## src/hdl/arh_defines.svh

```systemverilog
// arh_defines.svh: timing counts, pin vector positions and limits for the readout block
// assumes inclusion by bare name from hdl/ before any module that uses it
`ifndef ARH_DEFINES_SVH
`define ARH_DEFINES_SVH

// clock and conversion timing
`define ARH_CLK_PERIOD_NS 20
`define ARH_CONV_TIME_NS  4000
// least time, so round up to whole cycles
`define ARH_CONV_CYCLES   ((`ARH_CONV_TIME_NS + `ARH_CLK_PERIOD_NS - 1) / `ARH_CLK_PERIOD_NS)

// highest legal oversampling code; codes above it convert without oversampling
`define ARH_OSR_MAX       3'h6

// positions inside the synchronised pin vector
`define ARH_PIN_CS        0
`define ARH_PIN_RD        1
`define ARH_PIN_TRIG_A    2
`define ARH_PIN_TRIG_B    3
`define ARH_PIN_IF_SEL    4
`define ARH_PIN_BYTE_SEL  5
`define ARH_PIN_OS_LSB    6
`define ARH_PIN_OS_MSB    8
`define ARH_PIN_W         9

// pin reset value and counter width
`define ARH_PIN_RESET     9'h003
`define ARH_CNT_W         20

`endif

```

## src/hdl/arh_pkg.sv

```systemverilog
// arh_pkg: types shared by the readout block
// assumes nothing beyond a SystemVerilog compiler
package arh_pkg;

   // conversion sequencer states, one-hot
   typedef enum logic [2:0] {
      ARH_ST_IDLE  = 3'b001,
      ARH_ST_CONV  = 3'b010,
      ARH_ST_LATCH = 3'b100
   } arh_state_e;

endpackage

```

## src/hdl/arh_readout.sv

```systemverilog
// arh_readout: conversion start, busy and result readout handshake of an 8-channel converter
// assumes host pins arrive asynchronously; channel samples arrive on channel_data_i
`timescale 1ns/1ps
`default_nettype none
`include "arh_defines.svh"

module arh_readout #(
   parameter int unsigned CONV_BASE_CYCLES = `ARH_CONV_CYCLES,
   parameter int unsigned NUM_CH           = 8,
   parameter int unsigned DATA_W           = 16
) (
   input  wire logic                     ref_clk_i,
   input  wire logic                     rst_i,
   input  wire logic                     cs_n_i,
   input  wire logic                     read_strobe_n_i,
   input  wire logic                     sample_trigger_a_i,
   input  wire logic                     sample_trigger_b_i,
   input  wire logic                     interface_select_i,
   input  wire logic                     byte_serial_select_i,
   input  wire logic [2:0]               oversample_ratio_sel_i,
   input  wire logic [NUM_CH*DATA_W-1:0] channel_data_i,
   output logic      [DATA_W-1:0]        output_data_bus_o,
   output logic                          output_data_bus_oe_o,
   output logic                          serial_out_a_o,
   output logic                          serial_out_b_o,
   output logic                          serial_out_oe_o,
   output logic                          busy_o,
   output logic                          first_channel_flag_o,
   output logic                          first_channel_flag_oe_o,
   output logic      [2:0]               oversample_ratio_o
);

   localparam int unsigned AW   = $clog2(NUM_CH);
   localparam int unsigned HALF = NUM_CH / 2;
   localparam int unsigned BW   = $clog2(DATA_W);

   // conversion length for a ratio code; illegal codes fall back to no oversampling
   function automatic logic [`ARH_CNT_W-1:0] conv_cycles(input logic [2:0] os);
      logic [`ARH_CNT_W-1:0] base;
      base = `ARH_CNT_W'(CONV_BASE_CYCLES);
      if (os > `ARH_OSR_MAX) begin
         conv_cycles = base;
      end else begin
         conv_cycles = base << os;
      end
   endfunction

   // pin synchroniser: three stages, a change counts once stages two and three agree
   logic [`ARH_PIN_W-1:0] pin_raw;
   logic [`ARH_PIN_W-1:0] s1_q, s2_q, s3_q, pin_q;
   logic [`ARH_PIN_W-1:0] pin_d;

   assign pin_raw = {oversample_ratio_sel_i, byte_serial_select_i, interface_select_i,
                     sample_trigger_b_i, sample_trigger_a_i, read_strobe_n_i, cs_n_i};

   always_comb begin
      for (int i = 0; i < `ARH_PIN_W; i++) begin
         pin_d[i] = (s2_q[i] == s3_q[i]) ? s3_q[i] : pin_q[i];
      end
   end

   always_ff @(posedge ref_clk_i) begin
      if (rst_i) begin
         s1_q  <= `ARH_PIN_RESET;
         s2_q  <= `ARH_PIN_RESET;
         s3_q  <= `ARH_PIN_RESET;
         pin_q <= `ARH_PIN_RESET;
      end else begin
         s1_q  <= pin_raw;
         s2_q  <= s1_q;
         s3_q  <= s2_q;
         pin_q <= pin_d;
      end
   end

   // edge and level decode of the filtered pins
   logic       cs_low, rd_low, cs_fall, rd_fall, trig_a_rise, trig_b_rise;
   logic       mode_serial, mode_byte;
   logic [2:0] osr_sel;

   assign cs_low      = ~pin_d[`ARH_PIN_CS];
   assign rd_low      = ~pin_d[`ARH_PIN_RD];
   assign cs_fall     = pin_q[`ARH_PIN_CS] & ~pin_d[`ARH_PIN_CS];
   assign rd_fall     = pin_q[`ARH_PIN_RD] & ~pin_d[`ARH_PIN_RD];
   assign trig_a_rise = ~pin_q[`ARH_PIN_TRIG_A] & pin_d[`ARH_PIN_TRIG_A];
   assign trig_b_rise = ~pin_q[`ARH_PIN_TRIG_B] & pin_d[`ARH_PIN_TRIG_B];
   assign mode_serial = pin_d[`ARH_PIN_IF_SEL] & ~pin_d[`ARH_PIN_BYTE_SEL];
   assign mode_byte   = pin_d[`ARH_PIN_IF_SEL] & pin_d[`ARH_PIN_BYTE_SEL];
   assign osr_sel     = pin_d[`ARH_PIN_OS_MSB:`ARH_PIN_OS_LSB];

   // conversion sequencer
   arh_pkg::arh_state_e         state_q, state_d;
   logic [`ARH_CNT_W-1:0]       cnt_q, cnt_d;
   logic                        seen_a_q, seen_a_d, seen_b_q, seen_b_d;
   logic [NUM_CH*DATA_W-1:0]    hold_q, hold_d;
   logic [AW-1:0]               lat_idx_q, lat_idx_d;
   logic                        busy_d;
   logic [2:0]                  osr_q, osr_d;
   logic                        mem_we;
   logic [DATA_W-1:0]           mem_wdata;

   always_comb begin
      state_d   = state_q;
      cnt_d     = cnt_q;
      seen_a_d  = seen_a_q;
      seen_b_d  = seen_b_q;
      hold_d    = hold_q;
      lat_idx_d = lat_idx_q;
      osr_d     = osr_q;
      mem_we    = 1'b0;
      mem_wdata = hold_q[lat_idx_q*DATA_W +: DATA_W];
      unique case (state_q)
         arh_pkg::ARH_ST_IDLE: begin
            // start edges only count while idle
            if (trig_a_rise) begin
               seen_a_d = 1'b1;
               hold_d[HALF*DATA_W-1:0] = channel_data_i[HALF*DATA_W-1:0];
            end
            if (trig_b_rise) begin
               seen_b_d = 1'b1;
               hold_d[NUM_CH*DATA_W-1:HALF*DATA_W] =
                  channel_data_i[NUM_CH*DATA_W-1:HALF*DATA_W];
            end
            if (seen_a_d && seen_b_d) begin
               state_d  = arh_pkg::ARH_ST_CONV;
               osr_d    = osr_sel;
               cnt_d    = conv_cycles(osr_sel) - `ARH_CNT_W'(1);
               seen_a_d = 1'b0;
               seen_b_d = 1'b0;
            end
         end
         arh_pkg::ARH_ST_CONV: begin
            if (cnt_q == '0) begin
               state_d   = arh_pkg::ARH_ST_LATCH;
               lat_idx_d = '0;
            end else begin
               cnt_d = cnt_q - `ARH_CNT_W'(1);
            end
         end
         arh_pkg::ARH_ST_LATCH: begin
            // one result word per cycle; busy drops only after the last
            mem_we = 1'b1;
            if (lat_idx_q == AW'(NUM_CH - 1)) begin
               state_d = arh_pkg::ARH_ST_IDLE;
            end else begin
               lat_idx_d = lat_idx_q + AW'(1);
            end
         end
         default: begin
            state_d = arh_pkg::ARH_ST_IDLE;
         end
      endcase
      busy_d = (state_d != arh_pkg::ARH_ST_IDLE);
   end

   always_ff @(posedge ref_clk_i) begin
      if (rst_i) begin
         state_q   <= arh_pkg::ARH_ST_IDLE;
         cnt_q     <= '0;
         seen_a_q  <= 1'b0;
         seen_b_q  <= 1'b0;
         hold_q    <= '0;
         lat_idx_q <= '0;
         osr_q     <= '0;
         busy_o    <= 1'b0;
      end else begin
         state_q   <= state_d;
         cnt_q     <= cnt_d;
         seen_a_q  <= seen_a_d;
         seen_b_q  <= seen_b_d;
         hold_q    <= hold_d;
         lat_idx_q <= lat_idx_d;
         osr_q     <= osr_d;
         busy_o    <= busy_d;
      end
   end

   assign oversample_ratio_o = osr_q;

   // result storage; reads of old results stay valid until the latch phase
   logic [AW-1:0]     addr_a_q, addr_a_d, addr_b_q, addr_b_d;
   logic [DATA_W-1:0] rdata_a, rdata_b;

   arh_result_mem #(
      .DEPTH (NUM_CH),
      .WIDTH (DATA_W)
   ) u_mem (
      .clk_i     (ref_clk_i),
      .rst_i     (rst_i),
      .we_i      (mem_we),
      .waddr_i   (lat_idx_q),
      .wdata_i   (mem_wdata),
      .raddr_a_i (addr_a_q),
      .raddr_b_i (addr_b_q),
      .rdata_a_o (rdata_a),
      .rdata_b_o (rdata_b)
   );

   // readout sequencing within a chip-select frame
   logic [4:0]        rd_cnt_q, rd_cnt_d;
   logic [BW-1:0]     bit_q, bit_d;
   logic              hi_q, hi_d;
   logic              flag_d, flag_oe_d;
   logic [DATA_W-1:0] db_d;
   logic              db_oe_d, so_a_d, so_b_d, so_oe_d;

   always_comb begin
      rd_cnt_d = rd_cnt_q;
      bit_d    = bit_q;
      hi_d     = hi_q;
      addr_a_d = addr_a_q;
      addr_b_d = addr_b_q;
      flag_d   = first_channel_flag_o;
      if (cs_fall) begin
         // new frame restarts at channel one
         rd_cnt_d = '0;
         addr_a_d = '0;
         addr_b_d = AW'(HALF);
         bit_d    = BW'(DATA_W - 1);
         hi_d     = 1'b1;
         flag_d   = mode_serial; // serial frame opens on channel one
      end else if (cs_low && rd_fall && !mode_serial) begin
         if (mode_byte) begin
            addr_a_d = rd_cnt_q[AW:1]; // two strobes per channel
            hi_d     = ~rd_cnt_q[0];   // high byte first
            flag_d   = (rd_cnt_q < 5'h02);
         end else begin
            addr_a_d = rd_cnt_q[AW-1:0];
            flag_d   = (rd_cnt_q == 5'h00);
         end
         rd_cnt_d = rd_cnt_q + 5'h01;
      end else if (cs_low && rd_fall) begin
         // serial clock falling edge moves to the next bit, host samples on the rise
         if (bit_q == '0) begin
            bit_d    = BW'(DATA_W - 1);
            addr_a_d = addr_a_q + AW'(1);
            addr_b_d = addr_b_q + AW'(1);
            flag_d   = 1'b0;
         end else begin
            bit_d = bit_q - BW'(1);
         end
      end
      // a high chip select drops every driver at once
      db_oe_d   = cs_low && rd_low && !mode_serial;
      so_oe_d   = cs_low && mode_serial;
      flag_oe_d = cs_low;
      if (mode_byte) begin
         db_d = {{(DATA_W/2){1'b0}},
                 hi_q ? rdata_a[DATA_W-1:DATA_W/2] : rdata_a[DATA_W/2-1:0]};
      end else begin
         db_d = rdata_a;
      end
      so_a_d = rdata_a[bit_q]; // msb first
      so_b_d = rdata_b[bit_q];
   end

   always_ff @(posedge ref_clk_i) begin
      if (rst_i) begin
         rd_cnt_q                <= '0;
         bit_q                   <= BW'(DATA_W - 1);
         hi_q                    <= 1'b1;
         addr_a_q                <= '0;
         addr_b_q                <= AW'(HALF);
         output_data_bus_o       <= '0;
         output_data_bus_oe_o    <= 1'b0;
         serial_out_a_o          <= 1'b0;
         serial_out_b_o          <= 1'b0;
         serial_out_oe_o         <= 1'b0;
         first_channel_flag_o    <= 1'b0;
         first_channel_flag_oe_o <= 1'b0;
      end else begin
         rd_cnt_q                <= rd_cnt_d;
         bit_q                   <= bit_d;
         hi_q                    <= hi_d;
         addr_a_q                <= addr_a_d;
         addr_b_q                <= addr_b_d;
         output_data_bus_o       <= db_d;
         output_data_bus_oe_o    <= db_oe_d;
         serial_out_a_o          <= so_a_d;
         serial_out_b_o          <= so_b_d;
         serial_out_oe_o         <= so_oe_d;
         first_channel_flag_o    <= flag_d;
         first_channel_flag_oe_o <= flag_oe_d;
      end
   end

endmodule

`default_nettype wire

```

## src/hdl/arh_result_mem.sv

```systemverilog
// arh_result_mem: output data registers, one write port, two registered read ports
// assumes one clock and a synchronous active-high reset that clears every word
`timescale 1ns/1ps
`default_nettype none

module arh_result_mem #(
   parameter int unsigned DEPTH = 8,
   parameter int unsigned WIDTH = 16,
   parameter int unsigned AW    = $clog2(DEPTH)
) (
   input  wire logic             clk_i,
   input  wire logic             rst_i,
   input  wire logic             we_i,
   input  wire logic [AW-1:0]    waddr_i,
   input  wire logic [WIDTH-1:0] wdata_i,
   input  wire logic [AW-1:0]    raddr_a_i,
   input  wire logic [AW-1:0]    raddr_b_i,
   output logic      [WIDTH-1:0] rdata_a_o,
   output logic      [WIDTH-1:0] rdata_b_o
);

   logic [WIDTH-1:0] mem_q [DEPTH];
   logic [WIDTH-1:0] mem_d [DEPTH];
   logic [WIDTH-1:0] rd_a_d;
   logic [WIDTH-1:0] rd_b_d;

   // next contents; reset clears results so a read after reset shows zero
   always_comb begin
      for (int i = 0; i < DEPTH; i++) begin
         mem_d[i] = mem_q[i];
      end
      if (we_i) begin
         mem_d[waddr_i] = wdata_i;
      end
      rd_a_d = mem_q[raddr_a_i];
      rd_b_d = mem_q[raddr_b_i];
   end

   always_ff @(posedge clk_i) begin
      if (rst_i) begin
         for (int i = 0; i < DEPTH; i++) begin
            mem_q[i] <= '0;
         end
         rdata_a_o <= '0;
         rdata_b_o <= '0;
      end else begin
         mem_q     <= mem_d;
         rdata_a_o <= rd_a_d;
         rdata_b_o <= rd_b_d;
      end
   end

endmodule

`default_nettype wire

```

## config.mk

```make
export PLATFORM = sky130hd
export DESIGN_NAME = arh_readout
export DESIGN_NICKNAME = d
export VERILOG_FILES = /design/src/hdl/arh_pkg.sv /design/src/hdl/arh_readout.sv /design/src/hdl/arh_result_mem.sv
export VERILOG_INCLUDE_DIRS = /design/src /design/src/hdl
export SDC_FILE = /design/constraint.sdc
export NUM_CORES = 1
export LEC_CHECK = 0
export BUFFER_PORTS_ARGS = -buffer_cell sky130_fd_sc_hd__buf_2
export CAP_MARGIN = 15
export CORE_ASPECT_RATIO = 0.8
export CORE_UTILIZATION = 38
export DETAILED_ROUTE_END_ITERATION = 16
export SLEW_MARGIN = 20
export SYNTH_ARGS = -nofsm -noshare
export SYNTH_HDL_FRONTEND = slang
export SYNTH_SLANG_ARGS = --single-unit
```

## constraint.sdc

```tcl
create_clock -name ref_clk_i -period 2.4 [get_ports ref_clk_i]
set_input_delay 0.36 -clock ref_clk_i [delete_from_list [all_inputs] [get_ports ref_clk_i]]
set_output_delay 0.36 -clock ref_clk_i [all_outputs]
set_load 0.02 [all_outputs]
```

==> impl_results.md, run 1 <==
* Setup Viol. Count Final at 0
* Routed vias/inst at 5.24
* Core outline area at 43600 um2
* Yosys warning total at 0
* Highest attainable clock frequency at 446 MHz
* Total of fill cells in the finished design at 4175
* Yosys reg bits at 394
* Die Outline Area at 45600 um2
* Internal power contribution at 10.5 mW
* Worst IR drop on VDD at 0.427 mV
* Required time reported for the critical path endpoint at 2.83 ns
* Initial antenna violation count at 0
* PwrDens at 661 nW/um2
* Crit start category: flip-flop
* Detailed-route wire length at 47000 um
* Total power after layout at 13.3 mW
* Dominant cells by area after synthesis: dfxtp_1 (46%), mux4_2 (14%), nor2_1 (7.1%), nand2_1 (6.9%), a21oi_1 (4.8%)
* Mean area per synthesized cell at 9.13 um2
* DPL Wire Length at 31100 um
* Number of clock sinks at 394
* Maximum root-to-sink buffer count at 3
* TritonCTS clock tree: built
* Antenna-violating nets left at 0
* Number of instances in the synthesized netlist at 1860
* Final-report max-slew violation count at 0
* Overall track demand over capacity in global routing at 0.209
* Post-route DRC at 0
* Data arrival time of the critical path at 2.68 ns
* Endpoints failing hold at 0
* Cell accounting for the most synthesized area: dfxtp_1
* Number of violations of the max-capacitance limit at 0
* Crit path capture type: flip-flop
* Part of the power in registers at 0.494
* CTS clk-pin slew, worst paths at 0.06 ns
* Count of standard-cell rows at 68
* Placer congestion estimate at 0.870
* Vias at 13800
* Number of flops mapped to enable cells by yosys at 0
* Number of different library cells in the post-synthesis netlist at 61
* Netlist area before placement at 17000 um2
* Fraction of final layout cells with drive strength greater than 1 at 0.225
* Die height at 191 um
* Number of global-route vias before repair at 13600
* Number of nets in the layout at 2151
* Crit path time final at 2.24 ns
* Source-to-sink clock delay at the later pin of the worst-skew pair at 0.56 ns
* Detailed Route Iter0 Violations at 1095
* Starting density of the core at 0.389
* Share of power burned in the clock network at 0.480
* Post-synthesis to final-layout area growth at 18.8%
* DIE WIDTH at 238 um
* Final antenna diode count at 0
* Async set-reset flop share out of synthesis at 0
* Wire length of the first global-routing pass at 75100 um
* Top-level I/O count at 165
* Largest net degree at the start of global routing at 88
* Type of the worst min-delay path: in -> reg
* Setup tns final at 0 ns
* Most used standard cell by instance count after synthesis: dfxtp_1
* Synthesized Nets at 2008
* Clock Skew at 0.0129 ns
* Cell chosen for the clock root: clkbuf_16
* Slew Limit Headroom at 0.533
* Top_reg_cell synth: dfxtp_1
* Number of detailed-routing iterations run before antenna repair at 5
* Max H-tree Level at 2
* Commonest cells in the netlist: dfxtp_1 (394), nor2_1 (322), nand2_1 (312), a21oi_1 (163), nor3_1 (124)
* Leakage Power at 7.54 nW
* Number of port buffers at 164
* Run status: complete, no violations
* Sequential area share after synthesis at 0.464
* Power dissipated by switching net loads at 2.86 mW
* Portion of total power attributed to combinational logic at 0.026
* Maximum fanout encountered on the critical timing path at 5
* Total grt overflow at 0
* Worst Max-Slew Pin Slew at 0.701 ns
* Worst setup path class: reg -> reg
* Area fraction of the dominant cell type after synthesis at 0.464
* Period Utilization, post-route at 0.935
* Inserted Clock Buffers at 41
* Switching power share of the total at 0.215
* RSZ-0062 raised after global routing: false
* Per-cell routed wire length at 17.9 um
## per-stage QoR
step                       util  std cells  setup slack (ns)  cell area [um2]  hold slack, ns
final                     0.462       2625             0.156            20200          0.0242
after global routing      0.462       2625           0.00549            20200          0.0322
after CTS                 0.462       2625            0.0704            20100         0.00306
after detailed placement  0.430       2553            0.0939            18800           0.409
after global placement    0.430       2553             0.128            18800           0.410
after floorplan               -       1860            0.0398            17000           0.389
## logic make-up (layout without fill, tap and decap cells)
kind of cell | after synthesis | in the layout | share of synthesized area
and+or+nand+nor | 884 | 884 | 0.228
DFF | 394 | 394 | 0.464
AOI/OAI and AO/OA | 226 | 226 | 0.0720
muxes | 174 | 174 | 0.182
buffers and inverters | 148 | 318 | 0.0334
xor gates and xnor gates | 18 | 18 | 0.00928
adders and majority gates | 16 | 16 | 0.0108
## state kept, by name, indices dropped and copies added (netlist names), 4 cells and up
| signal | flops |
|---|---|
| hold_q | 128 |
| u_mem.mem_q | 128 |
| cnt_q | 20 |
| output_data_bus_o | 16 |
| u_mem.rdata_a_o | 16 |
| u_mem.rdata_b_o | 16 |
| pin_q | 9 |
| s1_q | 9 |
| s2_q | 9 |
| s3_q | 9 |
| rd_cnt_q | 5 |
| bit_q | 4 |
## layout by cell type, fill, tap and decap left out, types with 16 or more instances in the layout
cell type	instances
buf_4	58
o21ai_0	30
a21oi_1	163
dfxtp_1	390
mux4_2	106
nor2_1	322
nor2b_1	31
nand2_1	310
mux2_2	17
buf_2	163
nand3_1	16
mux2i_1	50
clkbuf_16	43
nor3_1	123
## worst paths after layout
| path | startpoint | to | slack [ns] | depth (start not counted) |
|---|---|---|---|---|
| max reg2reg | cnt_q[0] | cnt_q[17] | 0.16 | 6 |
| max | cnt_q[0] | cnt_q[17] | 0.16 | 6 |
| min | sample_trigger_b_i | s1_q[3] | 0.02 | 2 |
| min reg2reg | s1_q[1] | s2_q[1] | 0.41 | 1 |
## per-layer routing
| metal | global-route usage | wire length (um) | vias up |
|---|---|---|---|
| met3 | 0.0396 | 3700 | 62 |
| met4 | 0.0550 | 882 | 0 |
| met5 | 0 | 0 | - |
| met1 | 0.298 | 21900 | 6535 |
| met2 | 0.322 | 20500 | 492 |
| li1 | - | - | 6679 |
## critical path: stages (launching register included)
cell and delay, ns:
dfxtp_1 0.34, or4_4 0.59, nor2_8 0.12, nand3_4 0.07, or4_4 0.47, nor4_4 0.18, mux2_1 0.35
## power by group through the flow
stage / combinational [mW] / sequential (mW) / clock [mW]
after floorplan: 0.150 / 6.72 / 0
after global placement: 0.341 / 6.73 / 0
after detailed placement: 0.341 / 6.73 / 0
after CTS: 0.345 / 6.58 / 6.53
after global routing: 0.375 / 6.58 / 6.80
final: 0.345 / 6.58 / 6.40
## final cells by class
class | instances | area, um2 | share of cell area
clock buffers | 59 | 1230 | 0.0608
well taps | 595 | 744 | 0.0369
clock inverters | 11 | 118 | 0.00583
inverters | 10 | 37.5 | 0.00186
repair buffers | 238 | 1570 | 0.0777
flip-flops and latches | 394 | 7890 | 0.391
multi-input cells | 1318 | 8590 | 0.426
## what timing repair did
action	in CTS	in global routing
hold endpoints to repair	2	0
setup endpoints to repair	0	11
resized for setup	0	4
hold buffers	2	0
buffers inserted	0	0
Note: power is estimated with default switching activity, not from simulation.
==> run 2, diff against run 1 <==
--- a/config.mk
+++ b/config.mk
@@ -11,6 +11,7 @@
 export CORE_ASPECT_RATIO = 0.8
 export CORE_UTILIZATION = 38
 export DETAILED_ROUTE_END_ITERATION = 16
+export MAX_ROUTING_LAYER = met4
 export SLEW_MARGIN = 20
 export SYNTH_ARGS = -nofsm -noshare
 export SYNTH_HDL_FRONTEND = slang
==> impl_results.md, run 2 (synthesized netlist as in run 1, its figures left out) <==
* Die height at 191 um
* Source-to-sink clock delay at the later pin of the worst-skew pair at 0.55 ns
* GRT met2 Usage at 0.322
* Total power after layout at 13.3 mW
* Sequence of cells on the critical path: or4_4, nor2_8, nand3_4, or4_4, nor4_4, mux2_1
* Detailed Route Iter0 Violations at 1023
* Worst-path cell with the longest stage delay: or4_4
* Largest registers in the final layout: hold_q x128, u_mem.mem_q x128, cnt_q x20
* Core outline area at 43600 um2
* Placer congestion estimate at 0.884
* Wire length of the first global-routing pass at 75000 um
* Data arrival time of the critical path at 2.68 ns
* Detailed-route wire length at 47000 um
* Most used cells in the layout excluding fill and tap cells: dfxtp_1 (390), nor2_1 (322), nand2_1 (310)
* Setup tns final at 0 ns
* Type of the worst min-delay path: in -> reg
* Period Utilization, post-route at 0.937
* Final antenna diode count at 0
* Worst setup path class: reg -> reg
* Vias at 13700
* Number of nets in the layout at 2151
* Inserted Clock Buffers at 41
* Maximum root-to-sink buffer count at 3
* PwrDens at 661 nW/um2
* Number of detailed-routing iterations run before antenna repair at 5
* Slew Limit Headroom at 0.525
* DIE WIDTH at 238 um
* Maximum fanout encountered on the critical timing path at 5
* Number of violations of the max-capacitance limit at 0
* Run status: complete, no violations
* Final core utilization at 0.462
* Overall track demand over capacity in global routing at 0.215
* Setup Viol. Count Final at 0
* Die Outline Area at 45600 um2
* Antenna-violating nets left at 0
* Final-report max-slew violation count at 0
* Highest attainable clock frequency at 445 MHz
* Required time reported for the critical path endpoint at 2.83 ns
* Routed vias/inst at 5.24
* Crit start category: flip-flop
* Met3 capacity usage during global routing at 0.0391
* CTS clk-pin slew, worst paths at 0.06 ns
* Number of port buffers at 164
* Critical path's most frequent cell: or4_4
* Post-route DRC at 0
* Leakage Power at 7.54 nW
* Met1 routing resource usage after global routing at 0.298
* Max H-tree Level at 2
* Endpoints failing hold at 0
* Top-level I/O count at 165
* Layer with the highest usage: met2
* TritonCTS clock tree: built
* Most common cell after layout, fill and taps aside: dfxtp_1
* Initial antenna violation count at 0
* Worst Setup SP: cnt_q[0]
* DPL Wire Length at 31100 um
* Worst Max-Slew Pin Slew at 0.713 ns
* Count of standard-cell rows at 68
* Number of global-route vias before repair at 13500
* Clock Skew at 0.0129 ns
* Fraction of final layout cells with drive strength greater than 1 at 0.225
* Crit path time final at 2.25 ns
* Number of clock sinks at 394
* Total grt overflow at 0
* Worst IR drop on VDD at 0.428 mV
* Per-cell routed wire length at 17.9 um
* Source of the worst hold timing path: sample_trigger_b_i
* Starting density of the core at 0.389
* RSZ-0062 raised after global routing: false
* Beginning of the worst register-to-register path: cnt_q[0]
* Crit path capture type: flip-flop
* Highest cell delay on the worst timing path at 0.59 ns
* Cell chosen for the clock root: clkbuf_16
* Largest net degree at the start of global routing at 88
* Post-synthesis to final-layout area growth at 18.8%
## run 2: cell counts in the layout (fill, tap and decap cells not counted)
Identical to the previous run, type by type.
## run 2: what timing repair did
item | CTS | global route
hold buffers | 2 | 0
setup endpoints to repair | 0 | 11
resized for setup | 0 | 4
hold endpoints to repair | 2 | 0
setup buffers | 0 | 0
## run 2: stage by stage
| stage | cell area [um2] | cells | setup WS, ns | hold WS (ns) |
|---|---|---|---|---|
| 2_1_floorplan | 17000 | 1860 | 0.0398 | 0.389 |
| 4_1_cts | 20100 | 2625 | 0.0704 | 0.00306 |
| 5_1_grt | 20200 | 2625 | 0.00549 | 0.0322 |
| 6_report | 20200 | 2625 | 0.151 | 0.0251 |
| 3_3_place_gp | 18800 | 2553 | 0.128 | 0.410 |
| 3_5_place_dp | 18800 | 2553 | 0.0939 | 0.409 |
## run 2: layout make-up
type                            count  area [um2]
Fill cell                        4175       23500
Multi-Input combinational cell   1318        8590
Sequential cell                   394        7890
Timing Repair Buffer              238        1570
Clock buffer                       59        1230
Tap cell                          595         744
Clock inverter                     11         118
Inverter                           10        37.5
## run 2: critical path, delay by kind of cell, from the launching register on
family           cells  cell delay, ns
multiplexers         1            0.35
flip-flops           1            0.34
AND/OR/NAND/NOR      5            1.44
## run 2: final timing paths
| path | depth (start not counted) | to | slack (ns) |
|---|---|---|---|
| worst max-delay path | 6 | cnt_q[17] | 0.15 |
| worst min-delay path | 2 | s1_q[3] | 0.03 |
| worst max register to register | 6 | cnt_q[17] | 0.15 |
| worst min register to register | 1 | s2_q[1] | 0.41 |
## run 2: power by group
part / internal [mW] / switching, mW
combinational: 0.141 / 0.204
clock: 3.76 / 2.65
sequential: 6.57 / 0.0137
## run 2: per-layer routing
metal	wire length, um	part of all wire
met3	3560	0.076
met4	834	0.018
met5	0	0
met2	20500	0.44
met1	22100	0.47
